## config.mk

```make
export PLATFORM = sky130hd
export DESIGN_NAME = phy_id_adv_regs
export DESIGN_NICKNAME = d
export VERILOG_FILES = /design/src/logic/phy_id_adv_pkg.sv /design/src/logic/strap_sync.sv /design/src/logic/phy_id_adv_regs.sv
export SDC_FILE = /design/constraint.sdc
export NUM_CORES = 1
export LEC_CHECK = 0
export ABC_AREA = 0
export ABC_CLOCK_PERIOD_IN_PS = 1000
export BUFFER_PORTS_ARGS = -buffer_cell sky130_fd_sc_hd__buf_2
export CAP_MARGIN = 20
export CORE_ASPECT_RATIO = 1.4
export CORE_MARGIN = 2
export CORE_UTILIZATION = 30
export CTS_CLUSTER_DIAMETER = 30
export DETAILED_ROUTE_END_ITERATION = 12
export PLACE_DENSITY_LB_ADDON = 0.3
export SETUP_SLACK_MARGIN = 0.1
export SYNTH_ARGS = -nofsm -noshare
export SYNTH_HDL_FRONTEND = slang
export SYNTH_SLANG_ARGS = --single-unit
```

## constraint.sdc

```tcl
create_clock -name clk_sys -period 1 [get_ports clk_sys]
set_input_delay 0.2 -clock clk_sys [delete_from_list [all_inputs] [get_ports clk_sys]]
set_output_delay 0.2 -clock clk_sys [all_outputs]
set_load 0.01 [all_outputs]
```

## src/logic/phy_id_adv_pkg.sv

```systemverilog
// Constants for the identifier and ability advertisement register bank
package phy_id_adv_pkg;
  // Register indices on the management port
  localparam logic [4:0] IDENT_HIGH_ADDR = 5'h02;
  localparam logic [4:0] IDENT_LOW_ADDR = 5'h03;
  localparam logic [4:0] ADVERT_ADDR = 5'h04;
  localparam logic [4:0] CONTROL_ADDR = 5'h19;
  // Advertisement register field positions
  localparam int NEXT_PAGE_POS = 15;
  localparam int ACK_RSVD_POS = 14;
  localparam int REMOTE_FAULT_POS = 13;
  localparam int RSVD12_POS = 12;
  localparam int ASYM_PAUSE_POS = 11;
  localparam int SYM_PAUSE_POS = 10;
  localparam int FOUR_PAIR_POS = 9;
  localparam int FAST_FD_POS = 8;
  localparam int FAST_HD_POS = 7;
  localparam int SLOW_FD_POS = 6;
  localparam int SLOW_HD_POS = 5;
  localparam int SELECTOR_LSB = 0;
  // Identifier layout in the low identifier register
  localparam int ORG_LOWER_LSB = 10;
  localparam int MODEL_LSB = 4;
  localparam int REV_LSB = 0;
  // Pause resolution field in the control register
  localparam int PAUSE_RX_POS = 13;
  localparam int PAUSE_TX_POS = 12;
  // Reset values
  localparam logic [4:0] SELECTOR_RESET = 5'h01;
  localparam logic [15:0] READ_ZERO = 16'h0000;
  // Identity values: arbitrary, not those of any real part
  localparam logic [15:0] ORG_UPPER_DEFAULT = 16'h1234;
  localparam logic [5:0] ORG_LOWER_DEFAULT = 6'h15;
  localparam logic [5:0] MODEL_DEFAULT = 6'h21;
  localparam logic [3:0] REVISION_DEFAULT = 4'h1;
  // Strap sampler depth
  localparam int STRAP_SYNC_STAGES = 3;
endpackage

```

## src/logic/strap_sync.sv

```systemverilog
// Three-stage synchroniser that accepts a change once stages two and three agree
`timescale 1ns/1ps
module strap_sync #(
  parameter int WIDTH = 4
) (
  // Clock and reset
  input wire logic clk_sys,
  input wire logic rst_n,
  // Raw and filtered levels
  input wire logic [WIDTH-1:0] rawIn,
  output logic [WIDTH-1:0] cleanOut
);
  logic [WIDTH-1:0] stage1_ff;
  logic [WIDTH-1:0] stage2_ff;
  logic [WIDTH-1:0] stage3_ff;

  // Stage one feeds only stage two
  always_ff @(posedge clk_sys) begin
    stage1_ff <= rawIn;
    stage2_ff <= stage1_ff;
    stage3_ff <= stage2_ff;
  end

  // Output follows only stable agreement, so one glitchy sample never counts
  always_ff @(posedge clk_sys) begin
    if (!rst_n) begin
      cleanOut <= '0;
    end else begin
      for (int i = 0; i < WIDTH; i++) begin
        if (stage2_ff[i] == stage3_ff[i]) begin
          cleanOut[i] <= stage3_ff[i];
        end
      end
    end
  end
endmodule

```

## src/logic/phy_id_adv_regs.sv

```systemverilog
// Identifier registers and ability advertisement register of the transceiver
//
// Function
// - The first identifier register shows organisation id bits 3..18.
// - The two top organisation id bits appear in neither register.
// - Low identifier bits 15..10 show organisation id bits 19..24.
// - Low identifier bits 9..4 show the model number, msb at bit 9.
// - Low identifier bits 3..0 show the revision, msb at bit 3.
// - The advertisement register holds the abilities sent to the partner.
// - Bit 15 is a writable next page request that resets to zero.
// - Bit 14 ignores writes and reads as zero.
// - Bit 13 is a writable remote fault advert that resets to zero.
// - Bit 12 is reserved, written as zero by software, read as zero.
// - Bit 11 is a writable asymmetric pause advert resetting to zero.
// - Bit 10 is a writable symmetric pause advert resetting to zero.
// - Control register bits 13:12 report the resolved pause directions.
// - Bit 9 reads as zero and ignores writes.
// - Bits 8..5 are writable abilities whose reset values come from straps.
// - Bits 4..0 are a writable selector that resets to 00001.
`timescale 1ns/1ps
module phy_id_adv_regs
  import phy_id_adv_pkg::*;
#(
  parameter logic [15:0] ORG_UPPER = phy_id_adv_pkg::ORG_UPPER_DEFAULT,
  parameter logic [5:0] ORG_LOWER = phy_id_adv_pkg::ORG_LOWER_DEFAULT,
  parameter logic [5:0] MODEL_NUM = phy_id_adv_pkg::MODEL_DEFAULT,
  parameter logic [3:0] MODEL_REV = phy_id_adv_pkg::REVISION_DEFAULT
) (
  // Clock and reset
  input wire logic clk_sys,
  input wire logic rst_n,
  // Management register port from the serial management engine
  input wire logic [4:0] regAddr,
  input wire logic regWrite,
  input wire logic regRead,
  input wire logic [15:0] regWdata,
  output logic [15:0] regRdata,
  output logic regRvalid,
  // Strap pins: bit3 fast fd, bit2 fast, bit1 slow fd, bit0 slow
  input wire logic [3:0] abilityStrap,
  // Partner pause advertisement and link duplex from negotiation logic
  input wire logic partnerPause,
  input wire logic partnerAsymPause,
  input wire logic fullDuplex,
  // Local abilities to the negotiation engine
  output logic [15:0] advertWord,
  // Pause resolution
  output logic pauseRxEn,
  output logic pauseTxEn
);
  import phy_id_adv_pkg::*;

  logic [3:0] strapClean;
  logic strapLoad_ff;
  logic nextPage_ff;
  logic remoteFault_ff;
  logic asymPause_ff;
  logic symPause_ff;
  logic [3:0] ability_ff;
  logic [4:0] selector_ff;
  logic [15:0] identHigh;
  logic [15:0] identLow;
  logic [15:0] advertView;
  logic [15:0] controlView;
  logic [15:0] nxt_rdata;
  logic nxt_pauseRx;
  logic nxt_pauseTx;
  logic advertHit;

  // Straps are pins, so they pass the filtering synchroniser first
  strap_sync #(
    .WIDTH(4)
  ) u_strap_sync (
    .clk_sys(clk_sys),
    .rst_n(rst_n),
    .rawIn(abilityStrap),
    .cleanOut(strapClean)
  );

  // Fixed identity words; top two org id bits have no home
  assign identHigh = ORG_UPPER;
  assign identLow = {ORG_LOWER, MODEL_NUM, MODEL_REV};

  assign advertHit = regWrite && (regAddr == ADVERT_ADDR);

  // Strap capture runs a few cycles after reset release, once filtered
  logic [1:0] strapWait_ff;
  always_ff @(posedge clk_sys) begin
    if (!rst_n) begin
      strapWait_ff <= 2'h0;
      strapLoad_ff <= 1'b0;
    end else begin
      if (strapWait_ff != 2'h3) begin
        strapWait_ff <= strapWait_ff + 2'h1;
      end
      strapLoad_ff <= (strapWait_ff == 2'h2);
    end
  end

  // Writable control bits of the advertisement register
  always_ff @(posedge clk_sys) begin
    if (!rst_n) begin
      nextPage_ff <= 1'b0;
      remoteFault_ff <= 1'b0;
      asymPause_ff <= 1'b0;
      symPause_ff <= 1'b0;
      selector_ff <= SELECTOR_RESET;
    end else if (advertHit) begin
      nextPage_ff <= regWdata[NEXT_PAGE_POS];
      remoteFault_ff <= regWdata[REMOTE_FAULT_POS];
      asymPause_ff <= regWdata[ASYM_PAUSE_POS];
      symPause_ff <= regWdata[SYM_PAUSE_POS];
      selector_ff <= regWdata[SELECTOR_LSB +: 5];
    end
  end

  // Ability bits: strap value after reset, software may override later
  always_ff @(posedge clk_sys) begin
    if (!rst_n) begin
      ability_ff <= 4'h0;
    end else if (advertHit) begin
      ability_ff <= regWdata[SLOW_HD_POS +: 4];
    end else if (strapLoad_ff) begin
      ability_ff <= strapClean;
    end
  end

  // Bits 14, 12 and 9 are tied low whatever was written
  always_comb begin
    advertView = READ_ZERO;
    advertView[NEXT_PAGE_POS] = nextPage_ff;
    advertView[ACK_RSVD_POS] = 1'b0;
    advertView[REMOTE_FAULT_POS] = remoteFault_ff;
    advertView[RSVD12_POS] = 1'b0;
    advertView[ASYM_PAUSE_POS] = asymPause_ff;
    advertView[SYM_PAUSE_POS] = symPause_ff;
    advertView[FOUR_PAIR_POS] = 1'b0;
    advertView[SLOW_HD_POS +: 4] = ability_ff;
    advertView[SELECTOR_LSB +: 5] = selector_ff;
  end

  // Standard pause resolution, only meaningful on full duplex links
  always_comb begin
    nxt_pauseRx = 1'b0;
    nxt_pauseTx = 1'b0;
    if (fullDuplex) begin
      if (symPause_ff && partnerPause) begin
        nxt_pauseRx = 1'b1;
        nxt_pauseTx = 1'b1;
      end else if (!symPause_ff && asymPause_ff && partnerPause &&
                   partnerAsymPause) begin
        nxt_pauseTx = 1'b1;
      end else if (symPause_ff && asymPause_ff && !partnerPause &&
                   partnerAsymPause) begin
        nxt_pauseRx = 1'b1;
      end
    end
  end

  always_ff @(posedge clk_sys) begin
    if (!rst_n) begin
      pauseRxEn <= 1'b0;
      pauseTxEn <= 1'b0;
    end else begin
      pauseRxEn <= nxt_pauseRx;
      pauseTxEn <= nxt_pauseTx;
    end
  end

  // Control register view exposes only the pause field here
  always_comb begin
    controlView = READ_ZERO;
    controlView[PAUSE_RX_POS] = pauseRxEn;
    controlView[PAUSE_TX_POS] = pauseTxEn;
  end

  // Read mux; identifier reads never depend on writes
  always_comb begin
    case (regAddr)
      IDENT_HIGH_ADDR: nxt_rdata = identHigh;
      IDENT_LOW_ADDR: nxt_rdata = identLow;
      ADVERT_ADDR: nxt_rdata = advertView;
      CONTROL_ADDR: nxt_rdata = controlView;
      default: nxt_rdata = READ_ZERO;
    endcase
  end

  // Registered read answer, one cycle after the strobe
  always_ff @(posedge clk_sys) begin
    if (!rst_n) begin
      regRdata <= READ_ZERO;
      regRvalid <= 1'b0;
    end else begin
      regRvalid <= regRead;
      if (regRead) begin
        regRdata <= nxt_rdata;
      end
    end
  end

  // Abilities presented to the negotiation engine
  always_ff @(posedge clk_sys) begin
    if (!rst_n) begin
      advertWord <= {11'h000, SELECTOR_RESET};
    end else begin
      advertWord <= advertView;
    end
  end

  // Identifier read returns the fixed high word
  a_ident_high_read: assert property (@(posedge clk_sys) disable iff (!rst_n)
    regRead && regAddr == IDENT_HIGH_ADDR |=> regRdata == ORG_UPPER)
    else $error("identifier high read wrong");

  a_ident_low_read: assert property (@(posedge clk_sys) disable iff (!rst_n)
    regRead && regAddr == IDENT_LOW_ADDR |=>
    regRdata == {ORG_LOWER, MODEL_NUM, MODEL_REV})
    else $error("identifier low read wrong");

  a_advert_zero_bits: assert property (@(posedge clk_sys) disable iff (!rst_n)
    regRead && regAddr == ADVERT_ADDR |=>
    regRdata[14] == 1'b0 && regRdata[12] == 1'b0 && regRdata[9] == 1'b0)
    else $error("reserved advert bit read nonzero");

  a_next_page_write: assert property (@(posedge clk_sys) disable iff (!rst_n)
    advertHit |=> nextPage_ff == $past(regWdata[15]))
    else $error("next page write lost");

  a_fault_write: assert property (@(posedge clk_sys) disable iff (!rst_n)
    advertHit |=> remoteFault_ff == $past(regWdata[13]))
    else $error("remote fault write lost");

  a_pause_write: assert property (@(posedge clk_sys) disable iff (!rst_n)
    advertHit |=> asymPause_ff == $past(regWdata[11]) &&
    symPause_ff == $past(regWdata[10]))
    else $error("pause write lost");

  a_selector_hold: assert property (@(posedge clk_sys) disable iff (!rst_n)
    !advertHit |=> selector_ff == $past(selector_ff))
    else $error("selector changed without write");

  a_advert_publish: assert property (@(posedge clk_sys) disable iff (!rst_n)
    advertHit |=> ##1 advertWord[4:0] == $past(regWdata[4:0], 2))
    else $error("advert word not published");

  a_pause_resolve: assert property (@(posedge clk_sys) disable iff (!rst_n)
    fullDuplex && symPause_ff && partnerPause |=> pauseRxEn && pauseTxEn)
    else $error("symmetric pause not resolved");

  a_halfdup_nopause: assert property (@(posedge clk_sys) disable iff (!rst_n)
    !fullDuplex |=> !pauseRxEn && !pauseTxEn)
    else $error("pause on half duplex");

  // Field-level identifier checks, so a swapped field is named directly
  a_ident_org_low: assert property (@(posedge clk_sys) disable iff (!rst_n)
    regRead && regAddr == IDENT_LOW_ADDR |=> regRdata[15:10] == ORG_LOWER)
    else $error("org id lower field wrong");

  a_model_field: assert property (@(posedge clk_sys) disable iff (!rst_n)
    regRead && regAddr == IDENT_LOW_ADDR |=> regRdata[9:4] == MODEL_NUM)
    else $error("model number field wrong");

  a_revision_field: assert property (@(posedge clk_sys) disable iff (!rst_n)
    regRead && regAddr == IDENT_LOW_ADDR |=> regRdata[3:0] == MODEL_REV)
    else $error("revision field wrong");

  // A write to the high identifier followed by a read sees no change
  a_ident_write_ignored: assert property (@(posedge clk_sys)
    disable iff (!rst_n)
    regWrite && regAddr == IDENT_HIGH_ADDR ##1
    regRead && regAddr == IDENT_HIGH_ADDR |=> regRdata == ORG_UPPER)
    else $error("identifier changed by write");

  // Every read strobe is answered by exactly one valid pulse
  a_read_answer: assert property (@(posedge clk_sys) disable iff (!rst_n)
    regRead |=> regRvalid)
    else $error("read not answered");

  a_no_stray_valid: assert property (@(posedge clk_sys) disable iff (!rst_n)
    !regRead |=> !regRvalid)
    else $error("valid without read");

  // Published word never carries the tied-low bits
  a_published_zeros: assert property (@(posedge clk_sys) disable iff (!rst_n)
    advertWord[14] == 1'b0 && advertWord[12] == 1'b0 &&
    advertWord[9] == 1'b0)
    else $error("tied bit published as one");

  a_four_pair_zero: assert property (@(posedge clk_sys) disable iff (!rst_n)
    regRead && regAddr == ADVERT_ADDR |=> regRdata[9] == 1'b0)
    else $error("four pair bit read as one");

  a_reserved_zero: assert property (@(posedge clk_sys) disable iff (!rst_n)
    regRead && regAddr == ADVERT_ADDR |=> regRdata[12] == 1'b0)
    else $error("reserved bit read as one");

  // Ability bits: write wins, else strap load, else hold
  a_ability_write: assert property (@(posedge clk_sys) disable iff (!rst_n)
    advertHit |=> ability_ff == $past(regWdata[8:5]))
    else $error("ability write lost");

  a_ability_strap: assert property (@(posedge clk_sys) disable iff (!rst_n)
    strapLoad_ff && !advertHit |=> ability_ff == $past(strapClean))
    else $error("strap value not loaded");

  a_ability_hold: assert property (@(posedge clk_sys) disable iff (!rst_n)
    !advertHit && !strapLoad_ff |=> ability_ff == $past(ability_ff))
    else $error("ability changed unprompted");

  a_selector_write: assert property (@(posedge clk_sys) disable iff (!rst_n)
    advertHit |=> selector_ff == $past(regWdata[4:0]))
    else $error("selector write lost");

  // Single-bit controls keep their value between writes
  a_flags_hold: assert property (@(posedge clk_sys) disable iff (!rst_n)
    !advertHit |=> nextPage_ff == $past(nextPage_ff) &&
    remoteFault_ff == $past(remoteFault_ff))
    else $error("control flag changed unprompted");

  a_pause_hold: assert property (@(posedge clk_sys) disable iff (!rst_n)
    !advertHit |=> asymPause_ff == $past(asymPause_ff) &&
    symPause_ff == $past(symPause_ff))
    else $error("pause advert changed unprompted");

  a_advert_read: assert property (@(posedge clk_sys) disable iff (!rst_n)
    regRead && regAddr == ADVERT_ADDR |=> regRdata == $past(advertView))
    else $error("advert read wrong");

  a_control_read: assert property (@(posedge clk_sys) disable iff (!rst_n)
    regRead && regAddr == CONTROL_ADDR |=>
    regRdata[13] == $past(pauseRxEn) && regRdata[12] == $past(pauseTxEn))
    else $error("pause field read wrong");

  // Asymmetric corners of the resolution table
  a_pause_asym_tx: assert property (@(posedge clk_sys) disable iff (!rst_n)
    fullDuplex && !symPause_ff && asymPause_ff && partnerPause &&
    partnerAsymPause |=> !pauseRxEn && pauseTxEn)
    else $error("transmit-only pause not resolved");

  a_pause_asym_rx: assert property (@(posedge clk_sys) disable iff (!rst_n)
    fullDuplex && symPause_ff && asymPause_ff && !partnerPause &&
    partnerAsymPause |=> pauseRxEn && !pauseTxEn)
    else $error("receive-only pause not resolved");
endmodule

```

==> out/results.txt, run 1 <==
outcome: finished clean
Detailed Route Iter0 Violations: 70
data arrival time of the critical path: 790 ps
initial core utilization: 0.308
chain of cells forming the critical path: buf_6
RSZ-0062 raised after global routing: yes
vias: 1787
total CTS buffers: 9
final hold violations: 0
leak pwr: 0.00141 uW
initial antenna violation count: 0
Hold Crit Endpoint: selector_ff[4]
Setup Skew: 11.2 ps
Slew Limit Fails: 0
Die W: 77.3 um
Clock Path Buffers: 2
post-synthesis sequential area ratio: 0.568
I/O pins: 67
Mapped Area: 2260 um2
hold_sp: regWdata[4]
Clock Tree Root: clkbuf_8
final core occ: 0.449
Reg2Reg Capture Point: strapWait_ff[1]
vias in the first global route: 1783
Remaining Overflow, GRT: 0
final-layout fill cell count: 741
antenna viol nets, final: 0
R2R cell count: 4
synth-to-layout area growth: 45.7%
synth warn: 0
CP Buf/Inv Count: 1
Max IR drop VDD: 0.767 mV
Tmin final: 991 ps
die extent in y: 107 um
global placement routability congestion: 0.770
DRC violations left: 0
DRT Wirelength: 5070 um
DP HPWL: 3520 um
gr usage total: 0.129
FP Rows: 37
vias per cell: 4.39
f_max: 1.01 GHz
Synth Flop Type: dfxtp_1
count of cell types in the netlist: 29
Worst EP required: 800 ps
Power per Cell Area: 1650 nW/um2
mean post-synth cell area: 10.1 um2
CTS tree: done
first-pass GRT wire length: 8220 um
CP startpoint: pauseRxEn
Worst Hold Path Cells: 3
CP Max Fanout: 2
Final Setup Violations: 0
crit path capture type: primary output
RR Startpoint: strapWait_ff[0]
Post-synth EDFFs: 0
die area: 8240 um2
ys async rst share: 0
R2R Setup Slk: 60 ps
CP delay by family, top: flip-flops
Sink Count: 64
worst hold margin: 104 ps
Syn Inst Count: 223
most frequent cells in the layout: 37 x dfxtp_1, 35 x buf_2, 32 x nand2_1, 26 x buf_6, 24 x dfxtp_2
largest net degree at the start of global routing: 24
routed len/inst: 12.5 um
clock latency reported for the late side of the worst-skew pair: 340 ps
drt first pass iters: 4
CP peak stage delay: 340 ps
FF+latch count, synth: 64
Clock Pin Slew Worst Setup and Hold Paths: 80 ps
ANT cells: 0
HP Class: input port to flip-flop
H-Tree Depth: 3
CP Launch Type: flip-flop
commonest non-fill, non-tap cell in the layout: dfxtp_1
nets: 339
PortBufs: 60
Crit-path slowest cell: dfxtp_2
WS Path Type: flip-flop to primary output
Max Cap Viol: 0
core area: 7310 um2
final worst path period share: 0.991
share of post-route cells with drive strength above 1: 0.445
[worst max path at each step]
stage | endpoint | slack, ps | depth (start not counted)
floorplan | ability_ff[0] | -60 | 5
global placement | regRdata[10] | -190 | 5
detailed placement | regRdata[10] | -190 | 5
CTS | pauseRxEn | -10 | 1
global route | regRdata[15] | -20 | 1
finish | pauseRxEn | 9 | 1
[timing repair]
item	CTS	global route
setup endpoints to repair	38	41
endpoints found under the hold margin	4	0
setup buffers	2	5
resized for setup	48	20
pin swaps	3	7
hold buffers	4	0
[flip-flops by register name, summed over array words and instances, names as in the netlist]
| register | flops |
|---|---|
| strapWait_ff | 2 |
| ability_ff | 4 |
| regRvalid | 1 |
| remoteFault_ff | 1 |
| u_strap_sync.stage2_ff | 4 |
| symPause_ff | 1 |
| nextPage_ff | 1 |
| pauseRxEn | 1 |
| asymPause_ff | 1 |
| u_strap_sync.stage1_ff | 4 |
| strapLoad_ff | 1 |
| u_strap_sync.cleanOut | 4 |
| pauseTxEn | 1 |
| regRdata | 16 |
| advertWord | 13 |
| u_strap_sync.stage3_ff | 4 |
| selector_ff | 5 |
[synth_stat cells (2+ instances only)]
master    count  share of area
nand2b_1      9          0.025
a31oi_1       5          0.014
dfxtp_1      64           0.57
ha_1          2          0.011
inv_1        10          0.017
nand4_1       8          0.022
mux2_2        4          0.020
buf_4         4          0.013
nor2b_1       5          0.014
a21boi_0     12          0.040
buf_2         3         0.0067
clkbuf_1      8          0.013
o21ai_0      11          0.024
and2_1        8          0.022
mux2i_1      13          0.058
nand2_1      35          0.058
nand3_1       5          0.011
a21oi_1       6          0.013
[cell families after synthesis]
| logic type | Yosys count | share of synthesized area |
|---|---|---|
| DFF | 64 | 0.568 |
| xor gates and xnor gates | 1 | 0.00388 |
| other | 1 | 0.00166 |
| muxes | 17 | 0.0776 |
| adders and majority gates | 2 | 0.0111 |
| and+or+nand+nor | 76 | 0.180 |
| buffers and inverters | 26 | 0.0588 |
| AOI/OAI and AO/OA | 36 | 0.0987 |
[final cells by class]
type,instances,area [um2],share of cell area
Clock buffer,10,138,0.0419
Clock inverter,6,68.8,0.0209
Inverter,10,40.0,0.0122
Multi-Input combinational cell,135,913,0.278
Sequential cell,64,1320,0.402
Tap cell,97,121,0.0369
Timing Repair Buffer,85,683,0.208
[layer usage]
metal | routed length, um | global-route usage | vias up
li1 | - | - | 903
met1 | 2080 | 0.137 | 835
met2 | 2640 | 0.223 | 40
met3 | 253 | 0.0429 | 9
met4 | 99 | 0.0727 | 0
met5 | 0 | 0 | -
[stage by stage]
stage	instance area [um2]	std cells	power [uW]	worst slack, ps	setup TNS (ps)
final	3290	407	5420	9.50	0
after global routing	3290	407	5650	-20.3	-238
after CTS	3180	402	5440	-11.2	-26.7
after detailed placement	2730	380	3110	-190	-3610
after global placement	2730	380	3100	-190	-3160
after floorplan	2290	225	2950	-62.3	-589
[report_power, final]
group,switching [uW],internal [uW],total [uW],leakage (uW)
sequential,73.1,2640,2720,0.000536
combinational,203,258,461,0.000781
clock,1020,1220,2240,0.0000907
Power figures use the tool's default switching activity.
==> inputs of run 2 (changes only) <==
--- a/config.mk
+++ b/config.mk
@@ -9,6 +9,8 @@
 export ABC_CLOCK_PERIOD_IN_PS = 1000
 export BUFFER_PORTS_ARGS = -buffer_cell sky130_fd_sc_hd__buf_2
 export CAP_MARGIN = 20
+export CELL_PAD_IN_SITES_DETAIL_PLACEMENT = 0
+export CELL_PAD_IN_SITES_GLOBAL_PLACEMENT = 1
 export CORE_ASPECT_RATIO = 1.4
 export CORE_MARGIN = 2
 export CORE_UTILIZATION = 30
==> out/results.txt, run 2 (same netlist as run 1, synthesis figures left out) <==
CP Max Fanout: 2 (unchanged)
total CTS buffers: 9 (unchanged)
DP HPWL: 3450 um (-1.9%)
gr usage total: 0.131 (+0.00136)
Setup Skew: 7.20 ps (-4.05 ps)
Biggest register: regRdata
final worst path period share: 0.994 (+0.00389)
vias: 1783 (-0.22%)
Die W: 77.3 um (unchanged)
leak pwr: 0.00142 uW (+0.63%)
Power per Cell Area: 1710 nW/um2 (+3.5%)
share of post-route cells with drive strength above 1: 0.441 (-0.00398)
DRT Wirelength: 5040 um (-0.53%)
crit path capture type: primary output
R2R cell count: 4 (unchanged)
vias per cell: 4.42 (+0.77%)
CP Buf/Inv Count: 1 (unchanged)
die extent in y: 107 um (unchanged)
CTS tree: done
WS Path Type: flip-flop to primary output
Max IR drop VDD: 0.866 mV (+13%)
initial core utilization: 0.308 (unchanged)
chain of cells forming the critical path: buf_6
Clock Path Buffers: 2 (unchanged)
switching share of power: 0.231 (-0.00805)
outcome: finished clean
Max Cap Viol: 0 (unchanged)
P_sw: 1300 uW (about the same)
PortBufs: 60 (unchanged)
H-Tree Depth: 3 (unchanged)
core area: 7310 um2 (unchanged)
I/O pins: 67 (unchanged)
internal power: 4310 uW (+4.5%)
max reg flops: 16 (unchanged)
final hold violations: 0 (unchanged)
data arrival time of the critical path: 790 ps (about the same)
RSZ-0062 raised after global routing: yes
CP delay by family, top: flip-flops
met1 wire length: 2180 um (+4.5%)
global placement routability congestion: 0.764 (-0.86%)
HP Class: input port to flip-flop
Flop pwr share: 0.484 (-0.017)
WP depth: 1 (unchanged)
first-pass GRT wire length: 8160 um (-0.75%)
Worst EP required: 800 ps (about the same)
f_max: 1.01 GHz (-0.39%)
commonest non-fill, non-tap cell in the layout: dfxtp_1
drt first pass iters: 4 (unchanged)
Slew Limit Fails: 0 (unchanged)
die area: 8240 um2 (unchanged)
top layer in use: met4
final-layout fill cell count: 757 (+2.2%)
ANT cells: 0 (unchanged)
Comb power frac: 0.083 (-0.002)
Clock Pin Slew Worst Setup and Hold Paths: 80 ps (about the same)
clock latency reported for the late side of the worst-skew pair: 340 ps (about the same)
Sink Count: 64 (unchanged)
most frequent cells in the layout: 37 x dfxtp_1, 35 x buf_2, 32 x nand2_1, 25 x dfxtp_2, 25 x buf_6
DRC violations left: 0 (unchanged)
nets: 335 (-1.2%)
Final Setup Violations: 0 (unchanged)
Detailed Route Iter0 Violations: 43 (-39%)
initial antenna violation count: 0 (unchanged)
Clock Tree Root: clkbuf_8
worst hold margin: 103 ps (-0.595 ps)
FP Rows: 37 (unchanged)
Regs by FF count: regRdata (16), advertWord (13), selector_ff (5)
Crit-path slowest cell: dfxtp_2
CP Launch Type: flip-flop
routed len/inst: 12.5 um (+0.45%)
Power, Total: 5600 uW (+3.4%)
Met3 Wirelength: 244 um (-3.6%)
vias in the first global route: 1740 (-2.4%)
Reg area: 1320 um2 (-0.19%)
Tmin final: 994 ps (+3.89 ps)
Worst Hold Path Cells: 3 (unchanged)
CP peak stage delay: 360 ps (+20 ps)
antenna viol nets, final: 0 (unchanged)
Remaining Overflow, GRT: 0 (unchanged)
power share of the clock group: 0.434 (+0.020)
multi-input logic area: 917 um2 (+0.41%)
met2 WL: 2530 um (-4.0%)
largest net degree at the start of global routing: 37 (+54%)
synth-to-layout area growth: 45.6% (about the same)
run 2: cell types whose count changed in the layout (fill, tap and decap cells not counted), sizes merged:
cell and delta:
buf -4, bufinv +1, clkbuf -1, clkinv +4, clkinvlp -4
run 2: routing by layer:
layer | vias to the layer above | global-route usage
met5 | - | 0
met4 | 0 | 0.0651
met3 | 9 | 0.0480
met2 | 39 | 0.207
met1 | 841 | 0.154
li1 | 894 | -
run 2: stage by stage:
stage / std cells / TNS, ps / area, um2 / util / worst slack, ps
after floorplan: 225 / -589 / 2290 / - / -62.3
after global placement: 378 / -3200 / 2730 / 0.373 / -189
after detailed placement: 378 / -3850 / 2730 / 0.373 / -216
after CTS: 401 / -135 / 3180 / 0.435 / -24.1
after global routing: 403 / -533 / 3290 / 0.449 / -39.8
final: 403 / 0 / 3290 / 0.449 / 5.60
run 2: repair_timing:
item / 4_1_cts / 5_1_grt
hold buffers: 4 / 0
pin swaps: 2 / 10
resized for setup: 45 / 23
endpoints found under the hold margin: 4 / 0
setup buffers: 3 / 2
endpoints found under the setup margin: 38 / 39
run 2: path summary, 6_finish.rpt:
check / from / endpoint / slack (ps)
worst max-delay path: regRdata[11] / regRdata[11] / 6
worst min-delay path: regWdata[4] / selector_ff[4] / 100
worst max register to register: strapWait_ff[0] / strapWait_ff[1] / 60
worst min register to register: u_strap_sync.stage1_ff[0] / u_strap_sync.stage2_ff[0] / 330
run 2: power by group through the flow:
stage	logic [uW]	registers, uW	clock network (uW)
after global placement	367	2740	0
final	463	2710	2430
after detailed placement	370	2740	0
after floorplan	211	2740	0
after CTS	424	2700	2530
after global routing	516	2720	2660
run 2: area by class of cell:
class,count,share of cell area
flip-flops and latches,64,0.402
multi-input cells,135,0.279
repair buffers,81,0.204
clock buffers,9,0.0377
well taps,97,0.0369
clock inverters,7,0.0293
inverters,10,0.0114
